==> config.mk <==
export PLATFORM = sky130hd
export DESIGN_NAME = fsw_status_logic
export DESIGN_NICKNAME = d
export VERILOG_FILES = /design/src/design/fsw_gate_decode.v /design/src/design/fsw_status_logic.v
export VERILOG_INCLUDE_DIRS = /design/src /design/src/include
export SDC_FILE = /design/constraint.sdc
export NUM_CORES = 1
export LEC_CHECK = 0
export ABC_AREA = 1
export BUFFER_PORTS_ARGS = -buffer_cell sky130_fd_sc_hd__buf_4
export CAP_MARGIN = 20
export CORE_UTILIZATION = 55
export CTS_CLUSTER_DIAMETER = 200
export DETAILED_ROUTE_END_ITERATION = 6
export PLACE_DENSITY = 0.79
export SYNTH_ARGS = -nofsm -noshare
export SYNTH_HDL_FRONTEND = slang
export SYNTH_SLANG_ARGS = --single-unit
==> constraint.sdc <==
create_clock -name clk -period 1.9 [get_ports clk]
set_input_delay 0 -clock clk [delete_from_list [all_inputs] [get_ports clk]]
set_output_delay 0 -clock clk [all_outputs]
set_load 0.05 [all_outputs]
==> src/include/fsw_defs.vh <==
// Constants for the flash status register and write-enable logic
// Contract
// - Register read repeats value until chip select high
// - Status byte layout lock,quad,protect,latch,busy
// - Busy reads 1 during internal write cycle
// - Latch bit reads 1 when write enabled
// - Protect bits 2..5 writable, nonvolatile
// - Bit 6 enables quad data function
// - Bit 7 marks status register locked
// - Status write never changes the latch
// - Status write updates protect, quad, lock bits
// - Busy read-only, set for whole operation
// - While busy only reads, resets, suspend accepted
// - Busy clears on completion, pass or fail
// - Latch zero inhibits all gated instructions
// - Write enable 06h sets the latch
// - Write disable or op completion clears latch
// - Page program opcodes are latch gated
// - Erase opcodes are latch gated
// - Register write opcodes are latch gated
// - Info row, boot, bank writes latch gated
// - Sector protection opcodes are latch gated
// - Gang, password, training writes latch gated
// - Volatile parameter and bank writes need no latch; code frees only c0h and 17h, while 63h and c5h still need the latch
// - Chip erase ignored unless protect bits zero
// - Lock bit with pin low blocks status writes
`ifndef FSW_DEFS_VH
`define FSW_DEFS_VH

// ==========================================================
// Status byte fields
`define FSW_BIT_BUSY      0
`define FSW_BIT_LATCH     1
`define FSW_PROT_LO       2
`define FSW_PROT_HI       5
`define FSW_BIT_QUAD      6
`define FSW_BIT_LOCK      7
`define FSW_STATUS_RESET  8'h00
`define FSW_PROT_NONE     4'h0

// ==========================================================
// Opcodes
`define FSW_OP_WRITE_ENABLE  8'h06
`define FSW_OP_WRITE_DISABLE 8'h04
`define FSW_OP_RDSR          8'h05
`define FSW_OP_RDERP         8'h81
`define FSW_OP_SUSPEND       8'h75
`define FSW_OP_SWRESET       8'h99
`define FSW_OP_STATUS_WRITE  8'h01
`define FSW_OP_ARRAY_ERASE_A 8'hc7
`define FSW_OP_ARRAY_ERASE_B 8'h60
`define FSW_OP_VOL_PARAM     8'h63
`define FSW_OP_VOL_PARAM_ALT 8'hc0
`define FSW_OP_VOL_BANK      8'hc5
`define FSW_OP_VOL_BANK_ALT  8'h17

// ==========================================================
// Front-end states
`define FSW_ST_OPCODE     2'h0
`define FSW_ST_DATA       2'h1
`define FSW_ST_READ       2'h2
`define FSW_ST_IGNORE     2'h3

`endif

==> src/design/fsw_gate_decode.v <==
// Opcode classifier for latch-gated instructions
`include "fsw_defs.vh"

module fsw_gate_decode (
  // Opcode in
  input  wire [7:0] opcode,
  // Class out
  output reg        isGated,
  output reg        isVolatileFree
);

  always @* begin
    isGated        = 1'b0;
    isVolatileFree = 1'b0;
    case (opcode)
      8'h02, 8'h12, 8'h32, 8'h34, 8'h38, 8'h3e: isGated = 1'b1;
      8'hd7, 8'h20, 8'h21, 8'h52, 8'h5c, 8'hd8, 8'hdc,
      8'hc7, 8'h60: isGated = 1'b1;
      8'h01, 8'h42, 8'h65, 8'h85, 8'h83: isGated = 1'b1;
      8'h64, 8'h62, 8'h15, 8'h18: isGated = 1'b1;
      8'hfb, 8'he1, 8'hfd, 8'he3, 8'he4, 8'h2f, 8'ha6, 8'h91: isGated = 1'b1;
      8'h7e, 8'h98, 8'he8, 8'h43, 8'h4a: isGated = 1'b1;
      // Volatile writes: main codes need the latch, alternates do not
      `FSW_OP_VOL_PARAM, `FSW_OP_VOL_BANK: begin
        isGated        = 1'b1;
        isVolatileFree = 1'b1;
      end
      `FSW_OP_VOL_PARAM_ALT, `FSW_OP_VOL_BANK_ALT:
        isVolatileFree = 1'b1;
      default: isGated = 1'b0;
    endcase
  end

endmodule

==> src/design/fsw_status_logic.v <==
// Status register, write-enable latch and busy gating of a serial flash
`include "fsw_defs.vh"

module fsw_status_logic (
  // Clock and reset
  input  wire       clk,
  input  wire       rst,
  // Host serial frame, bytewise
  input  wire       csActive,
  input  wire       byteValid,
  input  wire [7:0] byteIn,
  input  wire       byteTake,
  input  wire       hwResetReq,
  // Write-protect pin, low protects
  input  wire       writeProtectN,
  // Internal engine
  input  wire       opDone,
  input  wire       opIsProgErase,
  // Outputs
  output reg  [7:0] dataOut,
  output reg        dataOutValid,
  output reg  [7:0] deviceStatusByte,
  output reg        opStart,
  output reg  [7:0] opCode,
  output reg        suspendReq,
  output reg        quadEnabled
);

  // ==========================================================
  // State
  reg  [1:0] state;
  reg        busyFlag;
  reg        writeEnableLatch;
  reg  [3:0] protectLevel;
  reg        quadIoEnable;
  reg        statusLockBit;
  reg        busyProgErase;
  reg  [7:0] curOp;

  wire       isGated;
  wire       isVolatileFree;

  fsw_gate_decode uDecode (
    .opcode         (byteIn),
    .isGated        (isGated),
    .isVolatileFree (isVolatileFree)
  );

  wire [7:0] statusView = {statusLockBit, quadIoEnable, protectLevel,
                           writeEnableLatch, busyFlag};

  function isStatusRead;
    input [7:0] op;
    begin
      isStatusRead = (op == `FSW_OP_RDSR) || (op == `FSW_OP_RDERP);
    end
  endfunction

  function isChipErase;
    input [7:0] op;
    begin
      isChipErase = (op == `FSW_OP_ARRAY_ERASE_A) || (op == `FSW_OP_ARRAY_ERASE_B);
    end
  endfunction

  wire firstByte = csActive && byteValid && (state == `FSW_ST_OPCODE);
  // Busy filter: reads, reset, suspend only
  wire allowedBusy = isStatusRead(byteIn) || (byteIn == `FSW_OP_SWRESET) ||
                     ((byteIn == `FSW_OP_SUSPEND) && busyProgErase);
  wire accept = !busyFlag || allowedBusy;
  // Gated opcode needs latch; chip erase needs no protected blocks
  wire gateOk = !isGated || writeEnableLatch;
  wire ceOk = !isChipErase(byteIn) || (protectLevel == `FSW_PROT_NONE);
  // Status write locked by bit 7 and pin low
  wire srLocked = statusLockBit && !writeProtectN;
  wire swReset = firstByte && (byteIn == `FSW_OP_SWRESET);

  // ==========================================================
  // Front-end and register updates
  always @(posedge clk or posedge rst) begin
    if (rst) begin
      state            <= `FSW_ST_OPCODE;
      busyFlag         <= 1'b0;
      writeEnableLatch <= 1'b0;
      protectLevel     <= 4'h0;
      quadIoEnable     <= 1'b0;
      statusLockBit    <= 1'b0;
      busyProgErase    <= 1'b0;
      curOp            <= 8'h00;
      opStart          <= 1'b0;
      opCode           <= 8'h00;
      suspendReq       <= 1'b0;
    end else begin
      opStart    <= 1'b0;
      suspendReq <= 1'b0;
      if (opDone && busyFlag) begin
        busyFlag         <= 1'b0;
        busyProgErase    <= 1'b0;
        writeEnableLatch <= 1'b0;
      end
      if (hwResetReq || swReset) begin
        // Reset aborts volatile state only; nonvolatile bits survive
        state            <= `FSW_ST_IGNORE;
        busyFlag         <= 1'b0;
        busyProgErase    <= 1'b0;
        writeEnableLatch <= 1'b0;
      end else if (!csActive) begin
        state <= `FSW_ST_OPCODE;
      end else if (byteValid) begin
        case (state)
          `FSW_ST_OPCODE: begin
            curOp <= byteIn;
            if (!accept) begin
              state <= `FSW_ST_IGNORE;
            end else if (isStatusRead(byteIn)) begin
              state <= `FSW_ST_READ;
            end else if (byteIn == `FSW_OP_SUSPEND) begin
              suspendReq <= 1'b1;
              state      <= `FSW_ST_IGNORE;
            end else if (byteIn == `FSW_OP_WRITE_ENABLE) begin
              writeEnableLatch <= 1'b1;
              state            <= `FSW_ST_IGNORE;
            end else if (byteIn == `FSW_OP_WRITE_DISABLE) begin
              writeEnableLatch <= 1'b0;
              state            <= `FSW_ST_IGNORE;
            end else if (!gateOk || !ceOk) begin
              state <= `FSW_ST_IGNORE;
            end else if (byteIn == `FSW_OP_STATUS_WRITE) begin
              state <= srLocked ? `FSW_ST_IGNORE : `FSW_ST_DATA;
            end else if (isGated || isVolatileFree) begin
              // Engine takes the rest of the frame itself
              opStart <= 1'b1;
              opCode  <= byteIn;
              // Volatile writes run no internal cycle, so no busy
              if (isGated && !isVolatileFree) begin
                busyFlag      <= 1'b1;
                busyProgErase <= !isVolatileFree && opIsProgErase;
              end
              state <= `FSW_ST_IGNORE;
            end else begin
              state <= `FSW_ST_IGNORE;
            end
          end
          `FSW_ST_DATA: begin
            // Latch left alone here; it clears at completion
            statusLockBit <= byteIn[`FSW_BIT_LOCK];
            quadIoEnable  <= byteIn[`FSW_BIT_QUAD];
            protectLevel  <= byteIn[`FSW_PROT_HI:`FSW_PROT_LO];
            busyFlag      <= 1'b1;
            opStart       <= 1'b1;
            opCode        <= curOp;
            state         <= `FSW_ST_IGNORE;
          end
          `FSW_ST_READ: state <= `FSW_ST_READ;
          default:      state <= `FSW_ST_IGNORE;
        endcase
      end
    end
  end

  // ==========================================================
  // Read path, live status byte re-sampled on each taken byte while chip select holds
  always @(posedge clk or posedge rst) begin
    if (rst) begin
      dataOut          <= 8'h00;
      dataOutValid     <= 1'b0;
      deviceStatusByte <= `FSW_STATUS_RESET;
      quadEnabled      <= 1'b0;
    end else begin
      deviceStatusByte <= statusView;
      quadEnabled      <= quadIoEnable;
      dataOutValid     <= csActive && (state == `FSW_ST_READ);
      if (csActive && (state == `FSW_ST_READ) && byteTake) begin
        dataOut <= statusView;
      end else if (!csActive) begin
        dataOut <= 8'h00;
      end
    end
  end

endmodule

==> metrics.md, run 1 <==
| Metric | Value |
|---|---|
| Busiest metal layer after global routing | met2 |
| Yosys cell types | 25 |
| Clock skew | between 0.004 and 0.005 ns |
| Clk slew on worst S/H paths | around 0.090 ns |
| CTS buffer count | 5 |
| Num rows | 23 |
| Final wirelength | 6540 microns |
| Syn nets | 358 |
| Via count | between 2k and 2.5k |
| Post-synthesis mux area share | 0% |
| Gpl congestion | 0.998 |
| DP Area | roughly 2900 sq um |
| Worst slew pin tran | 0.567 ns |
| Core Region | 4140 sq um |
| Yosys reg bits | 46 |
| Synth Area in Compound Gates | a little under an eighth |
| CTS root buf | clkbuf_8 |
| CP startpoint kind | flop |
| First-pass GRT wire length | between 9000 and 10000 microns |
| CP Capture Type | flop |
| Post-Synth Adder-Cell Area | 0% |
| Die height | roughly 69 microns |
| CTS HTree Levels | 2 |
| IO Port Bufs | 44 |
| Hpwl dp | between 4000 and 5000 microns |
| Ports | 45 |
| CTS resizes | 0 |
| Max frequency | 579 MHz |
| Final nets | just over 400 |
| Mapped Avg Cell Area | around 7 sq um |
| Worst slew margin | ~62% |
| Most frequent cells in the layout | 105 x nand2_1, 55 x nor2_1, 48 x buf_4, 46 x dfrtp_1, 30 x o21ai_0 |
| Count of final max-slew check failures | 0 |
| Netlist Area Pre-Place | 2460 sq um |
| Status | finished clean |
| DRT Pass-1 Iters | 6 |
| Synth warn | 0 |
| Final hold viol count | 0 |
| Die area | approximately 4700 sq um |
| DR WL/cell | around 15 microns |
| DRC | 0 |
| Share of cells above drive strength 1 | 20.4% |
| GR Overflow Total | 0 |
| Met2 track demand over resource | a little under 50% |
| Final Cycle Share | 90.9% |
| Latest clock arrival within the worst-skew pair | approximately 0.29 ns |
| RSZ-0062 raised after global routing | false |
| Final core utilization | approximately 72% |
| Via-per-instance ratio | 5.63 |
| Post-DRT Antenna Nets | 0 |
| MaxCap Viol Count | 0 |
| # diodes | 0 |
| Setup violations, final | 0 |
| Hold slack | roughly 0.010 ns |
| Most common cell after layout, fill and taps aside | nand2_1 |
| Drt first-iter violations | roughly 330 |
| Largest net degree at the start of global routing | 47 |
| Initial Utilization | 59.3% |
| Peak VDD IR | between 0.4 and 0.5 mV |
| Post-Synth Simple-Gate Area | a little over a third |
| Setup total negative slack | 0 ns |
| Met3 usage | 4.44% |
| Worst Hold Class | primary input to flop |
| Sinks on Clock Net | 46 |
| Die W | between 60 and 70 microns |
| Post-synthesis sequential area ratio | approximately 47% |
| Setup CP Type | flop to flop |
| Filler instances | between 300 and 400 |
| Number of global-route vias before repair | 2130 |
| Overall Global Routing Usage | between 20 and 30% |
| Initial antenna violation count | 0 |
| Power per Cell Area | 910 nW/um^2 |
| Final worst path period need | ~1.7 ns |
| Post-route cell area | 2990 sq um |
| Leakage | 1.58 nW |
| CTS tree | yes |
| GR Layer Usage met1 | around 37% |
| Critical path data arrival time | slightly below 2 ns |
| Critical Path RT | 2.14 ns |
| Area grow syn2layout | 21.5% |
| Clock Path Buffers | 2 |
| Synth Area in XOR/XNOR | 0% |
| Postcts setup bufs | 0 |
| Largest family of logic cells by synthesized area | simple AND/OR/NAND/NOR gates |
| Pwr Total | around 2.7 mW |
| Max FO, Critical Path | 8 |
| Synth Instances | roughly 340 |
-- per-layer routing --
layer  wire [microns]  vias up
met1             2680     1146
met4              225        0
met5                0        -
met2             3170      137
met3              471       20
li1                 -     1192
-- area by class of cell --
class | count | area, sq um | share of cell area (%)
timing repair buffer | 52 | 410 | 13.7
inverter | 30 | 113 | 3.77
sequential | 46 | 1150 | 38.6
tap | 50 | 62.6 | 2.10
clock inverter | 3 | 23.8 | 0.796
clock buffer | 5 | 68.8 | 2.31
multi-input combinational | 257 | 1160 | 38.7
-- flip-flops by register name, indices dropped and copies added (netlist names) --
name	cells
state	2
deviceStatusByte	8
writeEnableLatch	1
statusLockBit	1
protectLevel	4
dataOutValid	1
quadIoEnable	1
dataOut	8
suspendReq	1
opStart	1
busyFlag	1
opCode	8
busyProgErase	1
curOp	8
-- synthesized netlist by cell type --
library cell	number	share of area (%)
inv_2	10	1.5
or2_2	1	0.25
o211ai_4	1	0.87
nor3_1	1	0.20
nand3_2	1	0.41
and2_1	1	0.25
nand3_1	27	5.5
a21boi_4	1	0.76
o21ai_0	30	6.1
inv_1	20	3.1
nand2_1	105	16
o211ai_1	2	0.61
nor2_2	4	1.0
nand2_2	4	1.0
nand3b_1	1	0.31
o21bai_1	1	0.31
nand4_1	4	1.0
buf_2	3	0.61
a21oi_1	16	3.3
dfrtp_1	46	47
nand2_4	1	0.46
buf_4	1	0.31
nor4_1	1	0.25
nor2_1	55	8.4
clkbuf_1	4	0.61
-- worst max-delay path, stage by stage (launching register included) --
cell      delay [ns]
dfrtp_1         0.42
nor2_1          0.26
nand3b_1        0.12
nand2_1         0.13
inv_2           0.07
nand2_1         0.09
inv_1           0.07
nand2_2         0.14
buf_4           0.19
nand3_1         0.09
nand2_1         0.09
-- path summary, 6_finish.rpt --
path / startpoint / end / slack, ns / cells past startpoint
worst min register to register: protectLevel[2] / deviceStatusByte[4] / 0.41 / 0
worst max register to register: state[1] / opCode[6] / 0.17 / 10
worst min-delay path: hwResetReq / writeEnableLatch / 0.01 / 4
max in group asynchronous: rst / writeEnableLatch / 1.11 / 4
worst max-delay path: state[1] / opCode[6] / 0.17 / 10
min in group asynchronous: rst / deviceStatusByte[5] / 0.41 / 4
-- kinds of logic after synthesis --
kind of cell	count (synthesis)
AO/OA/AOI/OAI	51
AND/OR/NAND/NOR	206
buffers and inverters	38
flip-flops	46
-- per-stage QoR --
step / cells / worst slack, ns
after floorplan: 341 / 0.360
after global placement: 432 / 0.0615
after detailed placement: 432 / 0.0883
after CTS: 443 / 0.187
after global routing: 443 / 0.00941
final: 443 / 0.172
-- power by group --
group,internal (mW),switching [mW]
clock,0.263,0.353
sequential,1.14,0.0988
combinational,0.253,0.610
-- timing repair --
| item | in CTS | in global routing |
|---|---|---|
| hold endpoints to repair | 48 | 0 |
| hold buffers | 3 | 0 |
| setup endpoints to repair | 0 | 0 |
Note: power is estimated with default switching activity, not from simulation.
==> run 2, diff against run 1 <==
--- a/config.mk
+++ b/config.mk
@@ -9,10 +9,13 @@
 export ABC_AREA = 1
 export BUFFER_PORTS_ARGS = -buffer_cell sky130_fd_sc_hd__buf_4
 export CAP_MARGIN = 20
-export CORE_UTILIZATION = 55
+export CELL_PAD_IN_SITES_DETAIL_PLACEMENT = 0
+export CELL_PAD_IN_SITES_GLOBAL_PLACEMENT = 1
+export CORE_UTILIZATION = 43
 export CTS_CLUSTER_DIAMETER = 200
 export DETAILED_ROUTE_END_ITERATION = 6
-export PLACE_DENSITY = 0.79
+export GPL_TIMING_DRIVEN = 1
+export PLACE_DENSITY_LB_ADDON = 0.1
 export SYNTH_ARGS = -nofsm -noshare
 export SYNTH_HDL_FRONTEND = slang
 export SYNTH_SLANG_ARGS = --single-unit
==> constraint.sdc (replaced) <==
create_clock -name clk -period 2 [get_ports clk]
set_input_delay 0 -clock clk [delete_from_list [all_inputs] [get_ports clk]]
set_output_delay 0 -clock clk [all_outputs]
set_load 0.05 [all_outputs]
==> run 2 against run 1 <==
Compared with the run above: highest routed layer unchanged; design area grew 0.80%; worst setup slack gained 0.055 ns; critical path type unchanged; sequential power shrank 6%; count of clock-buffer cells in the layout grew 1; critical path depth is the same.
==> metrics.md, run 2 (synthesized netlist as in run 1, its figures left out) <==
| Metric | Value |
|---|---|
| CTS buffer count | 5 |
| Gpl congestion | approximately 1.0 |
| Combinational fraction of design power | between 30% and 40% |
| Hold Crit Depth | 4 |
| Worst R2R Setup Slack | about 0.23 ns |
| Initial antenna violation count | 0 |
| Die area | between 6000 and 7000 sq um |
| Sink of the worst hold path | busyFlag |
| Count of final max-slew check failures | 0 |
| Via count | around 2.3k |
| Met3 usage | 3.41% |
| Critical path data arrival time | ~2.0 ns |
| DRT Pass-1 Iters | 4 |
| Initial Utilization | around 45% |
| Clk slew on worst S/H paths | ~0.090 ns |
| DRC | 0 |
| Hold Crit Start | opDone |
| Max frequency | ~560 MHz |
| Largest net degree at the start of global routing | between 40 and 50 |
| DR WL/cell | between 10 and 15 microns |
| Ports | between 40 and 50 |
| CP startpoint kind | flop |
| CTS tree | yes |
| Clock skew | roughly 0.014 ns |
| IO Port Bufs | 44 |
| First-pass GRT wire length | ~10000 microns |
| Drt first-iter violations | 200 |
| Sinks on Clock Net | 46 |
| Final nets | 410 |
| Leakage | 1.58 nW |
| Core Region | around 5500 sq um |
| Worst slew pin tran | about 0.57 ns |
| Most common cell after layout, fill and taps aside | nand2_1 |
| Num rows | 27 |
| Die W | between 70 and 80 microns |
| Status | finished clean |
| Post-DRT Antenna Nets | 0 |
| Int Pwr | about 1.6 mW |
| # diodes | 0 |
| Setup violations, final | 0 |
| Final core utilization | a little over half |
| Number of global-route vias before repair | 2215 |
| Met2 track demand over resource | 35.1% |
| Setup total negative slack | 0 ns |
| Hold slack | ~0.018 ns |
| Power per Cell Area | roughly 840 nW/um^2 |
| Setup CP Type | flop to flop |
| Worst Hold Class | primary input to flop |
| Latest clock arrival within the worst-skew pair | approximately 0.30 ns |
| GR Layer Usage met1 | between 30% and 40% |
| Overall Global Routing Usage | a little over a fifth |
| Sw Ratio | 38.2% |
| Final worst path period need | 1.77 ns |
| Critical Path RT | 2.19 ns |
| Area grow syn2layout | 22.5% |
| Most frequent cells in the layout | 105 x nand2_1, 54 x nor2_1, 48 x buf_4, 46 x dfrtp_1, 30 x o21ai_0 |
| Sequential power share | 46.0% |
| MaxCap Viol Count | 0 |
| Clock share of power | about 22% |
| GR Overflow Total | 0 |
| Worst R2R End | protectLevel[1] |
| CTS root buf | clkbuf_8 |
| Final Cycle Share | slightly below 90% |
| Worst R2R Start | state[0] |
| Share of cells above drive strength 1 | 20.1% |
| Busiest metal layer after global routing | met2 |
| Switch Pwr | just under 1 mW |
| Final hold viol count | 0 |
| Die height | 77.6 microns |
| Clock Path Buffers | 2 |
| Worst slew margin | 61.7% |
| Hpwl dp | approximately 4700 microns |
| RSZ-0062 raised after global routing | false |
| CP Capture Type | flop |
| Max FO, Critical Path | 8 |
| CTS HTree Levels | 2 |
| Via-per-instance ratio | between 5 and 6 |
| Peak VDD IR | slightly above 0.4 mV |
| R2R cell count | 10 |
| Final wirelength | around 6100 microns |
==> run 2: worst max-delay path, stage by stage (launching register included) <==
cell      delay, ns
dfrtp_1        0.47
nor2_2         0.21
nand3b_1       0.10
nand2_1        0.11
inv_2          0.06
nand2_1        0.10
inv_1          0.07
nand2_2        0.17
buf_4          0.19
nand2_1        0.07
o21ai_0        0.11
==> run 2: through the flow <==
stage	instances	total power, mW	area, sq um	setup WS (ns)
after floorplan	341	1.73	2460	0.460
after CTS	466	2.56	3010	0.120
after global routing	466	2.68	3010	0.0101
final	466	2.54	3010	0.227
after global placement	453	1.99	2870	0.0375
after detailed placement	453	2.00	2870	0.0851
==> run 2: power groups by stage <==
stage	combinational, mW	clock (mW)	sequential, mW
2_1_floorplan	0.253	0	1.48
3_3_place_gp	0.806	0	1.19
3_5_place_dp	0.811	0	1.19
4_1_cts	0.820	0.570	1.17
5_1_grt	0.875	0.616	1.19
6_report	0.814	0.557	1.17
==> run 2: repair_timing <==
action / CTS / global route
endpoints found under the hold margin: 50 / 0
resized for setup: 0 / 1
hold buffers: 5 / 0
endpoints found under the setup margin: 0 / 1
buffers inserted: 0 / 0
==> run 2: cell type report <==
class,count,area [sq um]
clock buffer,6,72.6
multi-input combinational,257,1160
inverter,30,113
sequential,46,1150
fill,539,2500
tap,72,90.1
timing repair buffer,53,410
clock inverter,2,13.8
==> run 2: worst max path at each step <==
stage | startpoint | end | slack [ns]
after global routing | state[0] | protectLevel[1] | 0.01
after detailed placement | byteIn[5] | protectLevel[1] | 0.09
after floorplan | state[0] | curOp[7] | 0.46
after global placement | byteIn[5] | protectLevel[1] | 0.04
after CTS | state[0] | protectLevel[1] | 0.12
final | state[0] | protectLevel[1] | 0.23
==> run 2: routing by layer <==
| layer | wire [microns] | up-vias |
|---|---|---|
| li1 | - | 1199 |
| met2 | 2900 | 65 |
| met4 | 70 | 0 |
| met3 | 229 | 8 |
| met1 | 2930 | 1068 |
| met5 | 0 | - |
